**config.mk**
```make
export PLATFORM = sky130hd
export DESIGN_NAME = ifd_decode
export DESIGN_NICKNAME = d
export VERILOG_FILES = /design/src/pkg/ifd_pkg.sv /design/src/rtl/ifd_decode.sv /design/src/rtl/ifd_phase.sv
export SDC_FILE = /design/constraint.sdc
export NUM_CORES = 1
export LEC_CHECK = 0
export BUFFER_PORTS_ARGS = -buffer_cell sky130_fd_sc_hd__buf_2
export CELL_PAD_IN_SITES_DETAIL_PLACEMENT = 0
export CELL_PAD_IN_SITES_GLOBAL_PLACEMENT = 1
export CORE_ASPECT_RATIO = 0.7
export CORE_MARGIN = 4
export CORE_UTILIZATION = 39
export CTS_BUF_LIST = sky130_fd_sc_hd__clkbuf_4
export CTS_CLUSTER_SIZE = 12
export DETAILED_ROUTE_END_ITERATION = 16
export GPL_ROUTABILITY_DRIVEN = 0
export GPL_TIMING_DRIVEN = 1
export PLACE_DENSITY_LB_ADDON = 0.1
export SYNTH_ARGS = -nofsm -noshare
export SYNTH_HDL_FRONTEND = slang
export SYNTH_SLANG_ARGS = --single-unit
```
**constraint.sdc**
```tcl
create_clock -name clock -period 1.9 [get_ports clock]
set_input_delay 0.38 -clock clock [delete_from_list [all_inputs] [get_ports clock]]
set_output_delay 0.38 -clock clock [all_outputs]
set_load 0.02 [all_outputs]
```
**src/pkg/ifd_pkg.sv**
```systemverilog
// ifd_pkg: field layout, format and timing constants for the 12-bit
// instruction decoder; shared by the decoder top and its phase counter.
package ifd_pkg;
	localparam int WORD_W = 12;
	localparam int FILE_W = 5;
	localparam int BITN_W = 3;
	localparam int LIT_W = 8;
	localparam int JMP_W = 9;
	localparam int DATA_W = 8;
	// byte-oriented layout
	localparam int BYTE_OP_HI = 11;
	localparam int BYTE_OP_LO = 6;
	localparam int BYTE_DEST_POS = 5;
	// bit-oriented and literal layout
	localparam int NIB_OP_HI = 11;
	localparam int NIB_OP_LO = 8;
	localparam int BITN_HI = 7;
	localparam int BITN_LO = 5;
	localparam int FILE_HI = 4;
	localparam int FILE_LO = 0;
	localparam int LIT_HI = 7;
	localparam int LIT_LO = 0;
	// long jump layout
	localparam int JMP_OP_HI = 11;
	localparam int JMP_OP_LO = 9;
	localparam int JMP_HI = 8;
	localparam int JMP_LO = 0;
	// format selection from the top opcode bits
	localparam logic [1:0] TOP_BYTE = 2'h0;
	localparam logic [1:0] TOP_BIT = 2'h1;
	localparam logic [2:0] JMP_OPCODE = 3'h5;
	// timing and destination codes
	localparam int OSC_PER_CYCLE = 4;
	localparam int PHASE_W = 2;
	localparam logic [1:0] PHASE_LAST = 2'(OSC_PER_CYCLE - 1);
	localparam logic [1:0] RESET_PHASE = 2'h0;
	localparam logic DEST_ACC = 1'h0;
	localparam logic DEST_FILE = 1'h1;
	typedef enum logic [1:0] {
		IFD_FMT_BYTE,
		IFD_FMT_BIT,
		IFD_FMT_LIT,
		IFD_FMT_JMP
	} ifd_fmt_t;
endpackage

```
**src/rtl/ifd_decode.sv**
```systemverilog
// ifd_decode: fetches 12-bit instruction words, resolves their format,
// extracts operand fields and sequences one- or two-cycle execution.
// assumes program memory presents instr_word with instr_valid steady
// from the start of an instruction cycle; branch_taken and
// changes_pc come from the core in the same clock domain.
//
// Operation
// - destination bit 0 writes accumulator, 1 writes the file register
// - don't-care word bits never alter decode results
// - one instruction cycle, two when test true or counter altered
// - an instruction cycle spans four oscillator periods
// - byte format: opcode 11:6, destination 5, file address 4:0
// - bit format: opcode 11:8, bit number 7:5, file 4:0
// - bit number picks one bit of the 8-bit file register
// - literal format: opcode 11:8, 8-bit literal 7:0
// - long jump: opcode 11:9, 9-bit target 8:0
// - each instruction is one 12-bit word of opcode plus operands
`timescale 1ns/1ps
module ifd_decode
(
	input wire logic clock,
	input wire logic rst_n,
	input wire logic [11:0] instr_word,
	input wire logic instr_valid,
	input wire logic branch_taken,
	input wire logic changes_pc,
	output logic fetch_strobe,
	output logic [1:0] phase,
	output logic cycle_end,
	output ifd_pkg::ifd_fmt_t fmt,
	output logic [5:0] opcode,
	output logic dest_file,
	output logic acc_write,
	output logic file_write,
	output logic [4:0] file_addr,
	output logic [2:0] bit_num,
	output logic [7:0] bit_mask,
	output logic [7:0] literal,
	output logic [8:0] jump_target,
	output logic decode_valid,
	output logic flush_cycle,
	output logic instr_done
);
	logic rst_s1_q;
	logic rst_s2_q;
	logic srst_n;

	// reset enters asynchronously, released through two flops
	always_ff @(posedge clock or negedge rst_n)
	begin
		if (!rst_n)
		begin
			rst_s1_q <= 1'b0;
			rst_s2_q <= 1'b0;
		end
		else
		begin
			rst_s1_q <= 1'b1;
			rst_s2_q <= rst_s1_q;
		end
	end
	assign srst_n = rst_s2_q;

	logic [1:0] ph;
	logic ph_end;

	ifd_phase u_phase
	(
		.clock(clock),
		.rst_n(srst_n),
		.phase(ph),
		.cycle_end(ph_end)
	);

	function automatic ifd_pkg::ifd_fmt_t fmt_of(input logic [11:0] w);
		ifd_pkg::ifd_fmt_t f;
		f = ifd_pkg::IFD_FMT_LIT;
		if (w[11:10] == ifd_pkg::TOP_BYTE)
			f = ifd_pkg::IFD_FMT_BYTE;
		else if (w[11:10] == ifd_pkg::TOP_BIT)
			f = ifd_pkg::IFD_FMT_BIT;
		else if (w[ifd_pkg::JMP_OP_HI:ifd_pkg::JMP_OP_LO] ==
			ifd_pkg::JMP_OPCODE)
			f = ifd_pkg::IFD_FMT_JMP;
		return f;
	endfunction

	typedef enum logic [1:0] {
		IFD_ST_FETCH,
		IFD_ST_EXEC,
		IFD_ST_FLUSH
	} ifd_state_t;

	ifd_state_t st_q;
	ifd_state_t st_d;
	ifd_pkg::ifd_fmt_t fmt_q;
	ifd_pkg::ifd_fmt_t fmt_d;
	logic [5:0] opc_q;
	logic [5:0] opc_d;
	logic dest_q;
	logic dest_d;
	logic [4:0] file_q;
	logic [4:0] file_d;
	logic [2:0] bitn_q;
	logic [2:0] bitn_d;
	logic [7:0] mask_q;
	logic [7:0] mask_d;
	logic [7:0] lit_q;
	logic [7:0] lit_d;
	logic [8:0] jmp_q;
	logic [8:0] jmp_d;
	logic done_q;
	logic done_d;
	logic take;
	ifd_pkg::ifd_fmt_t wf;

	// words are taken only at the first period of an instruction cycle
	assign take = (ph == ifd_pkg::RESET_PHASE) && instr_valid &&
		(st_q == ifd_state_t'(IFD_ST_FETCH) || (st_q == IFD_ST_EXEC));
	assign wf = fmt_of(instr_word);

	genvar gi;
	generate
		for (gi = 0; gi < ifd_pkg::DATA_W; gi++)
		begin : g_mask
			// only the bit format owns a mask; in the other formats
			// bits 7:5 belong to other fields and must not leak out
			assign mask_d[gi] = take ? (wf == ifd_pkg::IFD_FMT_BIT &&
				instr_word[ifd_pkg::BITN_HI:ifd_pkg::BITN_LO] == 3'(gi))
				: mask_q[gi];
		end
	endgenerate

	always_comb
	begin
		st_d = st_q;
		fmt_d = fmt_q;
		opc_d = opc_q;
		dest_d = dest_q;
		file_d = file_q;
		bitn_d = bitn_q;
		lit_d = lit_q;
		jmp_d = jmp_q;
		done_d = 1'b0;
		if (take)
		begin
			st_d = IFD_ST_EXEC;
			fmt_d = wf;
			opc_d = 6'h00;
			dest_d = ifd_pkg::DEST_ACC;
			file_d = 5'h00;
			bitn_d = 3'h0;
			lit_d = 8'h00;
			jmp_d = 9'h000;
			// fields outside a format stay zero, so don't-care bits
			// never reach the outputs
			unique case (wf)
				ifd_pkg::IFD_FMT_BYTE:
				begin
					opc_d = instr_word[ifd_pkg::BYTE_OP_HI:
						ifd_pkg::BYTE_OP_LO];
					dest_d = instr_word[ifd_pkg::BYTE_DEST_POS];
					file_d = instr_word[ifd_pkg::FILE_HI:
						ifd_pkg::FILE_LO];
				end
				ifd_pkg::IFD_FMT_BIT:
				begin
					opc_d = {2'h0, instr_word[ifd_pkg::NIB_OP_HI:
						ifd_pkg::NIB_OP_LO]};
					bitn_d = instr_word[ifd_pkg::BITN_HI:
						ifd_pkg::BITN_LO];
					file_d = instr_word[ifd_pkg::FILE_HI:
						ifd_pkg::FILE_LO];
				end
				ifd_pkg::IFD_FMT_LIT:
				begin
					opc_d = {2'h0, instr_word[ifd_pkg::NIB_OP_HI:
						ifd_pkg::NIB_OP_LO]};
					lit_d = instr_word[ifd_pkg::LIT_HI:
						ifd_pkg::LIT_LO];
				end
				ifd_pkg::IFD_FMT_JMP:
				begin
					opc_d = {3'h0, instr_word[ifd_pkg::JMP_OP_HI:
						ifd_pkg::JMP_OP_LO]};
					jmp_d = instr_word[ifd_pkg::JMP_HI:
						ifd_pkg::JMP_LO];
				end
			endcase
		end
		else if (ph_end)
		begin
			unique case (st_q)
				IFD_ST_FETCH:
					st_d = IFD_ST_FETCH;
				IFD_ST_EXEC:
				begin
					// a jump always changes the counter
					if (branch_taken || changes_pc ||
						fmt_q == ifd_pkg::IFD_FMT_JMP)
						st_d = IFD_ST_FLUSH;
					else
					begin
						st_d = IFD_ST_FETCH;
						done_d = 1'b1;
					end
				end
				IFD_ST_FLUSH:
				begin
					st_d = IFD_ST_FETCH;
					done_d = 1'b1;
				end
				// the fourth code is unused; fall back to fetching
				default:
					st_d = IFD_ST_FETCH;
			endcase
		end
	end

	always_ff @(posedge clock or negedge srst_n)
	begin
		if (!srst_n)
		begin
			st_q <= IFD_ST_FETCH;
			fmt_q <= ifd_pkg::IFD_FMT_BYTE;
			opc_q <= 6'h00;
			dest_q <= ifd_pkg::DEST_ACC;
			file_q <= 5'h00;
			bitn_q <= 3'h0;
			mask_q <= 8'h00;
			lit_q <= 8'h00;
			jmp_q <= 9'h000;
			done_q <= 1'b0;
		end
		else
		begin
			st_q <= st_d;
			fmt_q <= fmt_d;
			opc_q <= opc_d;
			dest_q <= dest_d;
			file_q <= file_d;
			bitn_q <= bitn_d;
			mask_q <= mask_d;
			lit_q <= lit_d;
			jmp_q <= jmp_d;
			done_q <= done_d;
		end
	end

	// a flushed second cycle fetches nothing new
	assign fetch_strobe = (ph == ifd_pkg::RESET_PHASE) &&
		(st_q != IFD_ST_FLUSH);
	assign phase = ph;
	assign cycle_end = ph_end;
	assign fmt = fmt_q;
	assign opcode = opc_q;
	assign dest_file = dest_q;
	assign decode_valid = (st_q == IFD_ST_EXEC);
	assign acc_write = decode_valid && fmt_q == ifd_pkg::IFD_FMT_BYTE &&
		dest_q == ifd_pkg::DEST_ACC;
	assign file_write = decode_valid && fmt_q == ifd_pkg::IFD_FMT_BYTE &&
		dest_q == ifd_pkg::DEST_FILE;
	assign file_addr = file_q;
	assign bit_num = bitn_q;
	assign bit_mask = mask_q;
	assign literal = lit_q;
	assign jump_target = jmp_q;
	assign flush_cycle = (st_q == IFD_ST_FLUSH);
	assign instr_done = done_q;
endmodule

```
**src/rtl/ifd_phase.sv**
```systemverilog
// ifd_phase: divides the oscillator clock into four-period instruction
// cycles. assumes a synchronised active-low reset from the top.
`timescale 1ns/1ps
module ifd_phase
(
	input wire logic clock,
	input wire logic rst_n,
	output logic [1:0] phase,
	output logic cycle_end
);
	logic [1:0] phase_q;
	logic [1:0] phase_d;

	always_comb
	begin
		if (phase_q == ifd_pkg::PHASE_LAST)
			phase_d = ifd_pkg::RESET_PHASE;
		else
			phase_d = phase_q + 2'h1;
	end

	always_ff @(posedge clock or negedge rst_n)
	begin
		if (!rst_n)
			phase_q <= ifd_pkg::RESET_PHASE;
		else
			phase_q <= phase_d;
	end

	assign phase = phase_q;
	assign cycle_end = (phase_q == ifd_pkg::PHASE_LAST);
endmodule

```
==> metrics.csv, run 1 <==
metric,value,unit
Setup WS pre-CTS,0.0341,ns
H-tree levels,2,
slew margin rel.,0.516,
final core occ,0.525,
Psw,639,uW
Post-synth EDFFs,0,
final setup violation count,0,
"Slew Viols, Final",0,
max-cap violations,0,
ranking of synthesized cells by area,"dfrtp_1 62%, a22o_1 7.5%, nand2_1 4.0%, o21ai_0 3.3%, ha_1 3.2%",
Die H,67.5,um
asr flop ratio synth,1.00,
die area,6280,um2
WL met1,2.23,mm
Mapped Nets,188,
post-synth top area share,0.621,
Global Route Usage Sum,0.159,
Cells after Synth,166,
Nets,261,
final std cells w/o fill,308,
initial core utilization,0.408,
clk_skew,0.0112,ns
Final TNS setup,0,ns
top_reg_cell synth,dfrtp_1,
"Clk pin slew, worst setup/hold paths",0.14,ns
Critical Path Sink Type,primary output,
RSZ-0062 raised after global routing,false,
register area share after synthesis,0.621,
TritonCTS Sinks,49,
Initial DRC Count,92,
max layer used,met4,
post-CTS setup buffers,0,
post-synth top area cell,dfrtp_1,
core area,4830,um2
DIE WIDTH,93.0,um
post-DP HPWL,3.42,mm
outcome,completed,
global-route wire length before repair,7.64,mm
CP Data Arrival Time,1.42,ns
Cell Pwr Density,862,nW/um2
setup ws final,0.0971,ns
Clock Power Share,0.264,
wire length per cell,15.0,um
CP Cell Sequence,"inv_2, ha_4, nor4bb_4, buf_2",
Yosys warning count,0,
cell count after placement,300,
Routed Antenna Nets,0,
Synth cell types,33,
Skew-Pair Late Insertion Delay,0.35,ns
largest net degree at the start of global routing,35,
critical path class,register to primary output,
TritonRoute pass-1 iters,4,
Seq pwr share,0.547,
LEAKAGE,1.32,nW
I/O pins,68,
Final Critical Period,1.80,ns
layout cells sized above 1,0.381,
Layout Area Growth over Synthesis,28.5,%
Crit Path Max Fanout,6,
Mapped Area,1970,um2
vias in the first global route,1506,
FP Rows,21,
worst hold path class,input pin to register,
fin crit share,0.949,
via count,1544,
metal2 WL,2.05,mm
worst-margin pin slew,0.726,ns
Switching Share,0.292,
Antenna diodes,0,
IO buf count,67,
TritonCTS clock tree,done,
Fin Hold WS,0.269,ns
Syn Area/Cell,11.9,um2
buffer levels on the longest clock path,2,
Num CTS Buffers,5,
CP startpoint kind,register,
DR DRC count,0,
Gate power share,0.189,
met3 WL post-DR,316,um
final WL,4.64,mm
Synth Register Bits,49,
Required @ worst endpoint,1.52,ns
Peak VDD IR,418,uV
final hold vios,0,
highest clock rate,0.555,GHz
Worst path max stage delay,0.42,ns
Vias/cell,5.01,
GR Overflow Total,0,
Int Pwr,1.55,mW
initial antenna violation count,0,
CTS Root Cell,clkbuf_4,
"Slowest-stage cell, CP",dfrtp_1,
registers in the layout, indices dropped and copies added (netlist names):
register and flops:
jump_target 9, bit_mask 8, literal 8, opcode 6, file_addr 5, bit_num 3
fmt 2, st_q 2, u_phase.phase 2, dest_file 1, instr_done 1, rst_s1_q 1
rst_s2_q 1
cell families (layout without fill, tap and decap cells):
logic type,Yosys count,in the layout,synth area share
flip-flops,49,49,0.621
AO/OA/AOI/OAI,47,47,0.178
AND/OR/NAND/NOR,47,47,0.126
buffers and inverters,15,88,0.0317
adder cells (fa/ha/maj),5,5,0.0317
other,1,1,0.00190
XOR/XNOR,1,1,0.00444
multiplexers,1,1,0.00571
critical path: cells and delay by family, from the launching register on:
kind	cells	cell delay (ns)
DFF	1	0.42
buffers and inverters	2	0.30
and+or+nand+nor	1	0.19
adders and majority gates	1	0.18
placed cells by master, fill, tap and decap left out, drive strengths merged, types with 2 or more instances in the layout:
cell    Yosys  routed
dfrtp      49      49
inv         6       6
o31ai       5       5
nand2b      5       5
buf         5      74
a22o       17      17
nor3        2       2
a21oi       2       2
clkbuf      4       5
nand2      21      21
nor2        5       5
o21ai      13      13
a32o        4       4
nor2b       3       3
nand3b      2       2
a211oi      2       2
ha          5       5
and2        3       3
power by group through the flow:
stage / Sequential [mW] / Combinational [mW] / Clock [mW]
2_1_floorplan: 1.31 / 0.148 / 0
3_5_place_dp: 1.21 / 0.414 / 0
6_report: 1.20 / 0.413 / 0.578
5_1_grt: 1.21 / 0.454 / 0.641
4_1_cts: 1.19 / 0.417 / 0.594
3_3_place_gp: 1.21 / 0.408 / 0
cells in the mapped netlist (2+ instances only):
cell / count
a32o_1: 4
a211oi_1: 2
clkbuf_1: 4
inv_1: 6
nand2_1: 21
a22o_1: 17
ha_1: 5
dfrtp_1: 49
nand2b_1: 5
buf_1: 2
and2_1: 3
buf_2: 2
o21ai_0: 13
nand3b_1: 2
nor2_1: 5
nor2b_1: 3
nor3_1: 2
a21oi_1: 2
o31ai_1: 5
metrics by stage:
step | power [mW] | cell area, um2
5_1_grt | 2.31 | 2540
4_1_cts | 2.20 | 2520
3_5_place_dp | 1.63 | 2420
2_1_floorplan | 1.45 | 1980
6_report | 2.19 | 2540
3_3_place_gp | 1.62 | 2420
per-layer routing:
layer	global-route usage	vias to the layer above
met3	0.0457	5
met4	0.0494	0
li1	-	732
met2	0.236	51
met5	0	-
met1	0.228	756
worst paths after layout:
kind,cells past startpoint,endpoint,slack (ns),startpoint
setup reg to reg,5,jump_target[4],0.13,st_q[0]
hold reg to reg,0,jump_target[2],0.33,rst_s2_q
setup / recovery,4,file_write,0.1,st_q[1]
hold / removal,2,jump_target[8],0.27,instr_word[8]
min in group asynchronous,2,rst_s2_q,0.33,rst_n
max in group asynchronous,1,bit_mask[5],0.97,rst_s2_q
timing repair:
item	4_1_cts	5_1_grt
hold endpoints to repair	2	0
resized for setup	2	4
hold buffers	1	0
setup endpoints to repair	2	12
area by class of cell:
type	count	area, um2
sequential	49	1230
inverter	6	22.5
multi-input combinational	102	727
clock inverter	2	35.0
timing repair buffer	75	400
tap	69	86.3
clock buffer	5	37.5
fill	482	2300
Power figures use the tool's default switching activity.
==> run 2, diff against run 1 <==
--- a/config.mk
+++ b/config.mk
@@ -11,7 +11,7 @@
 export CORE_ASPECT_RATIO = 0.7
 export CORE_MARGIN = 4
 export CORE_UTILIZATION = 39
-export CTS_BUF_LIST = sky130_fd_sc_hd__clkbuf_4
+export CTS_BUF_LIST = sky130_fd_sc_hd__clkbuf_8
 export CTS_CLUSTER_SIZE = 12
 export DETAILED_ROUTE_END_ITERATION = 16
 export GPL_ROUTABILITY_DRIVEN = 0
==> constraint.sdc (replaced) <==
create_clock -name clock -period 1.9 [get_ports clock]
set_input_delay 0.38 -clock clock [delete_from_list [all_inputs] [get_ports clock]]
set_output_delay 0.38 -clock clock [all_outputs]
set_load 0.005 [all_outputs]
==> metrics.csv, run 2 (synthesized netlist as in run 1, its figures left out) <==
metric,value,unit,change
outcome,completed,,
Final TNS setup,0,ns,unchanged
Psw,540,uW,-16%
"Slew Viols, Final",0,,unchanged
FF-to-FF path depth,5,,unchanged
DR DRC count,0,,unchanged
Initial DRC Count,54,,-41%
worst-margin pin slew,0.716,ns,-0.0107 ns
most frequent cells in the layout,"67 x buf_2, 48 x dfrtp_1, 21 x nand2_1",,
FP Rows,21,,unchanged
"Clk pin slew, worst setup/hold paths",0.08,ns,-0.06 ns
Die H,67.5,um,unchanged
Skew-Pair Late Insertion Delay,0.29,ns,-0.06 ns
CP startpoint kind,register,,
vias in the first global route,1540,,+2.3%
clk_skew,0.00317,ns,-0.00804 ns
buffer levels on the longest clock path,2,,unchanged
worst hold path class,register to asynchronous set/reset pin,,
layout cells sized above 1,0.372,,-0.00837
die area,6280,um2,unchanged
TritonCTS clock tree,done,,
Nets,260,,-0.38%
Routed Antenna Nets,0,,unchanged
max reg flops,9,,unchanged
core area,4830,um2,unchanged
CTS Root Cell,clkbuf_8,,
CP Data Arrival Time,1.42,ns,about the same
fin crit share,0.950,,about the same
"most common cell after layout, fill and taps aside",buf_2,,
highest clock rate,0.554,GHz,about the same
Clock Power Share,0.329,,+0.065
wire length per cell,15.0,um,-0.30%
initial antenna violation count,0,,unchanged
Antenna diodes,0,,unchanged
TritonCTS Sinks,49,,unchanged
H-tree levels,2,,unchanged
I/O pins,68,,unchanged
Critical Path Sink Type,primary output,,
final setup violation count,0,,unchanged
Final Critical Period,1.80,ns,+0.00175 ns
Cell Pwr Density,876,nW/um2,+1.6%
Num CTS Buffers,5,,unchanged
LEAKAGE,1.33,nW,+1.0%
final hold vios,0,,unchanged
slew margin rel.,0.523,,+0.00710
final WL,4.62,mm,-0.30%
Layout Area Growth over Synthesis,29.4,%,
DIE WIDTH,93.0,um,unchanged
global-route wire length before repair,7.60,mm,-0.55%
IO buf count,67,,unchanged
critical path class,register to primary output,,
post-DP HPWL,3.46,mm,+1.3%
area occupied by multi-input gates,711,um2,-2.2%
Int Pwr,1.70,mW,+9.7%
Seq pwr share,0.532,,-0.015
largest net degree at the start of global routing,34,,-2.9%
Gate power share,0.138,,-0.051
Crit Path Max Fanout,6,,unchanged
via count,1502,,-2.7%
max-cap violations,0,,unchanged
GR Overflow Total,0,,unchanged
Vias/cell,4.88,,-2.7%
Switching Share,0.241,,-0.0510
Global Route Usage Sum,0.157,,-0.00211
Fin Hold WS,0.329,ns,+0.0600 ns
Reg area,1230,um2,unchanged
Required @ worst endpoint,1.52,ns,about the same
RSZ-0062 raised after global routing,false,,
TritonRoute pass-1 iters,4,,unchanged
initial core utilization,0.408,,unchanged
fillcell total,463,,-3.9%
Peak VDD IR,415,uV,-0.77%
==> run 2: cell types whose count changed in the layout (fill, tap and decap cells not counted), sizes merged <==
cell,before,now
clkinv,1,0
inv,6,7
buf,74,73
clkbuf,5,6
==> run 2: final timing paths <==
check	slack, ns	to	startpoint
worst max-delay path	0.1	file_write	st_q[1]
worst min register to register	0.33	u_phase.phase[1]	rst_s2_q
worst min-delay path	0.33	u_phase.phase[1]	rst_s2_q
worst max register to register	0.21	bit_mask[5]	st_q[0]
max in group asynchronous	0.95	jump_target[6]	rst_s2_q
min in group clock	0.34	jump_target[8]	instr_word[8]
==> run 2: worst max-delay path: stages, from the launching register on <==
cell and delay (ns):
dfrtp_1 0.39, inv_1 0.10, ha_2 0.25, nor4bb_1 0.23, buf_2 0.16
==> run 2: final cells by class <==
cell class	count	share of cell area
clock inverter	2	0.0132
sequential	49	0.481
multi-input combinational	102	0.278
tap	69	0.0338
inverter	6	0.00882
clock buffer	6	0.0323
timing repair buffer	74	0.153
==> run 2: stage by stage <==
step | setup WS (ns) | utilization | instances | power (mW) | cell area [um2]
6_report | 0.0954 | 0.528 | 308 | 2.24 | 2550
5_1_grt | 0.0134 | 0.528 | 308 | 2.36 | 2550
4_1_cts | 0.00587 | 0.525 | 308 | 2.26 | 2540
3_5_place_dp | 0.0172 | 0.498 | 299 | 1.52 | 2410
3_3_place_gp | 0.189 | 0.498 | 299 | 1.51 | 2410
2_1_floorplan | 0.335 | - | 166 | 1.35 | 1970
==> run 2: power by group through the flow <==
stage	clock, mW	sequential (mW)	combinational, mW
after global placement	0	1.21	0.304
after global routing	0.804	1.21	0.349
final	0.736	1.19	0.309
after detailed placement	0	1.21	0.311
after CTS	0.756	1.19	0.313
after floorplan	0	1.21	0.142
==> run 2: repair_timing <==
item | 4_1_cts | 5_1_grt
hold buffers | 1 | 0
endpoints found under the hold margin | 2 | 0
resized for setup | 0 | 4
setup buffers | 0 | 0
setup endpoints to repair | 0 | 19
==> run 2: metal layers <==
layer  global-route usage  routed length [um]  up-vias
li1                     -                   -      727
met1                0.216                2150      727
met2                0.241                2130       44
met3               0.0445                 299        4
met4               0.0548                  40        0
met5                    0                   0        -
==> run 3, diff against run 2 <==
--- a/config.mk
+++ b/config.mk
@@ -5,12 +5,13 @@
 export SDC_FILE = /design/constraint.sdc
 export NUM_CORES = 1
 export LEC_CHECK = 0
+export ABC_AREA = 1
 export BUFFER_PORTS_ARGS = -buffer_cell sky130_fd_sc_hd__buf_2
 export CELL_PAD_IN_SITES_DETAIL_PLACEMENT = 0
 export CELL_PAD_IN_SITES_GLOBAL_PLACEMENT = 1
 export CORE_ASPECT_RATIO = 0.7
 export CORE_MARGIN = 4
-export CORE_UTILIZATION = 39
+export CORE_UTILIZATION = 38
 export CTS_BUF_LIST = sky130_fd_sc_hd__clkbuf_8
 export CTS_CLUSTER_SIZE = 12
 export DETAILED_ROUTE_END_ITERATION = 16
==> metrics.csv, run 3 <==
metric,value,unit,change
outcome,completed,,
GR Overflow Total,0,,unchanged
clk_skew,0.00535,ns,+0.00218 ns
Layout Area Growth over Synthesis,24.0,%,
post-CTS setup buffers,0,,unchanged
Synth cell types,18,,-45%
Mapped Nets,258,,+37%
largest net degree at the start of global routing,44,,+29%
post-DP HPWL,3.61,mm,+4.2%
layout cells sized above 1,0.270,,-0.102
post-synth top area cell,dfrtp_1,,
"Clk pin slew, worst setup/hold paths",0.09,ns,about the same
fin crit share,0.905,,-0.0444
area occupied by multi-input gates,714,um2,+0.53%
asr flop ratio synth,1.00,,unchanged
Cells after Synth,236,,+42%
CP startpoint kind,register,,
wire length per cell,13.2,um,-12%
Cell Pwr Density,812,nW/um2,-7.3%
Routed Antenna Nets,0,,unchanged
Syn Area/Cell,8.78,um2,-26%
final hold vios,0,,unchanged
Num CTS Buffers,5,,unchanged
Post-synth top cells,"91 x nand2_1, 49 x dfrtp_1, 20 x nand3_1",,
Reg area,1230,um2,unchanged
fillcell total,536,,+16%
final setup violation count,0,,unchanged
Initial DRC Count,142,,+160%
initial core utilization,0.394,,-0.0138
top_reg_cell synth,dfrtp_1,,
TritonCTS Sinks,49,,unchanged
via count,1730,,+15%
ranking of synthesized cells by area,"dfrtp_1 59%, nand2_1 16%, nand3_1 4.8%, o21ai_1 4.1%, inv_1 3.1%",,
Yosys warning count,0,,unchanged
"most common cell after layout, fill and taps aside",nand2_1,,
Synth Register Bits,49,,unchanged
Final TNS setup,0,ns,unchanged
Required @ worst endpoint,1.52,ns,about the same
initial antenna violation count,0,,unchanged
worst-margin pin slew,0.521,ns,-0.194 ns
Global Route Usage Sum,0.159,,+0.00229
post-synth top area share,0.591,,-0.0300
Crit Path Max Fanout,5,,-1
Peak VDD IR,345,uV,-17%
final WL,5.02,mm,+8.7%
global-route wire length before repair,8.20,mm,+7.9%
Die H,69.8,um,+3.4%
max reg flops,9,,unchanged
LEAKAGE,1.50,nW,+13%
Vias/cell,4.56,,-6.4%
DR DRC count,0,,unchanged
Skew-Pair Late Insertion Delay,0.30,ns,about the same
Setup WS pre-CTS,0.315,ns,+0.298 ns
die area,6720,um2,+7.0%
slew margin rel.,0.651,,+0.129
post-CTS sizing,0,,unchanged
most frequent cells in the layout,"91 x nand2_1, 67 x buf_2, 48 x dfrtp_1",,
TritonCTS clock tree,done,,
buffer levels on the longest clock path,2,,unchanged
CP Data Arrival Time,1.34,ns,-0.08 ns
core area,5260,um2,+8.7%
worst hold path class,register to asynchronous set/reset pin,,
IO buf count,67,,unchanged
cell count after placement,370,,+24%
critical path class,register to primary output,,
Post-synth EDFFs,0,,unchanged
Antenna diodes,0,,unchanged
RSZ-0062 raised after global routing,false,,
hold_buf cts,1,,unchanged
highest clock rate,0.581,GHz,+4.9%
setup ws final,0.180,ns,+0.0844 ns
vias in the first global route,1627,,+5.6%
max-cap violations,0,,unchanged
TritonRoute pass-1 iters,4,,unchanged
"Slew Viols, Final",0,,unchanged
DIE WIDTH,96.3,um,+3.5%
CTS Root Cell,clkbuf_8,,
Nets,328,,+26%
H-tree levels,2,,unchanged
final std cells w/o fill,379,,+23%
I/O pins,68,,unchanged
Final Critical Period,1.72,ns,-0.0844 ns
final core occ,0.489,,-0.0392
Mapped Area,2070,um2,+5.1%
Critical Path Sink Type,primary output,,
FP Rows,22,,+4.8%
most common cell in the netlist,nand2_1,,
register area share after synthesis,0.591,,-0.0300
## run 3: report_power, final
group / switching (mW) / leakage (nW) / internal (mW) / total (mW)
sequential: 0.0565 / 0.653 / 1.12 / 1.18
combinational: 0.192 / 0.793 / 0.134 / 0.326
clock: 0.336 / 0.0519 / 0.246 / 0.582
total: 0.584 / 1.50 / 1.50 / 2.09
## run 3: logic make-up (layout without fill, tap and decap cells)
| group | Yosys count | count (layout) | synth area share |
|---|---|---|---|
| fa+ha+maj | 5 | 5 | 0.0302 |
| other cells | 1 | 1 | 0.00181 |
| buf+inv | 28 | 99 | 0.0640 |
| compound gates | 23 | 23 | 0.0555 |
| flops | 49 | 49 | 0.591 |
| simple gates | 130 | 130 | 0.257 |
## run 3: area by class of cell
| cell class | instances | area share |
|---|---|---|
| Clock inverter | 3 | 0.00438 |
| Timing Repair Buffer | 72 | 0.151 |
| Tap cell | 72 | 0.0350 |
| Multi-Input combinational cell | 159 | 0.278 |
| Inverter | 19 | 0.0277 |
| Sequential cell | 49 | 0.477 |
| Clock buffer | 5 | 0.0268 |
## run 3: metal layers
layer  track usage  vias to the layer above  routed length [um]
met5             0                        -                   0
met4        0.0331                        0                  42
met3        0.0445                        4                 342
met2         0.208                       56                2120
li1              -                      871                   -
met1         0.257                      799                2510
## run 3: worst max-delay path: stages, from the launching register on
cell and delay, ns:
dfrtp_1 0.39, inv_1 0.08, ha_1 0.25, nand2_1 0.11, nor2_1 0.10, buf_2 0.12
## run 3: stage by stage
step                total power, mW  hold WS, ns  cell area [um2]
finish                         2.09        0.239             2570
global route                   2.22        0.283             2570
CTS                            2.12        0.271             2570
detailed placement             1.53        0.168             2480
global placement               1.53        0.166             2480
floorplan                      1.38       0.0844             2070
## run 3: final timing paths
check	from	endpoint	slack, ns	cells past startpoint
max	st_q[1]	file_write	0.18	5
min	rst_s2_q	dest_file	0.24	0
max reg2reg	st_q[1]	st_q[0]	0.30	6
min reg2reg	rst_s2_q	dest_file	0.24	0
max in group asynchronous	rst_s2_q	jump_target[3]	1.15	1
min in group clock	instr_word[2]	file_addr[2]	0.33	3
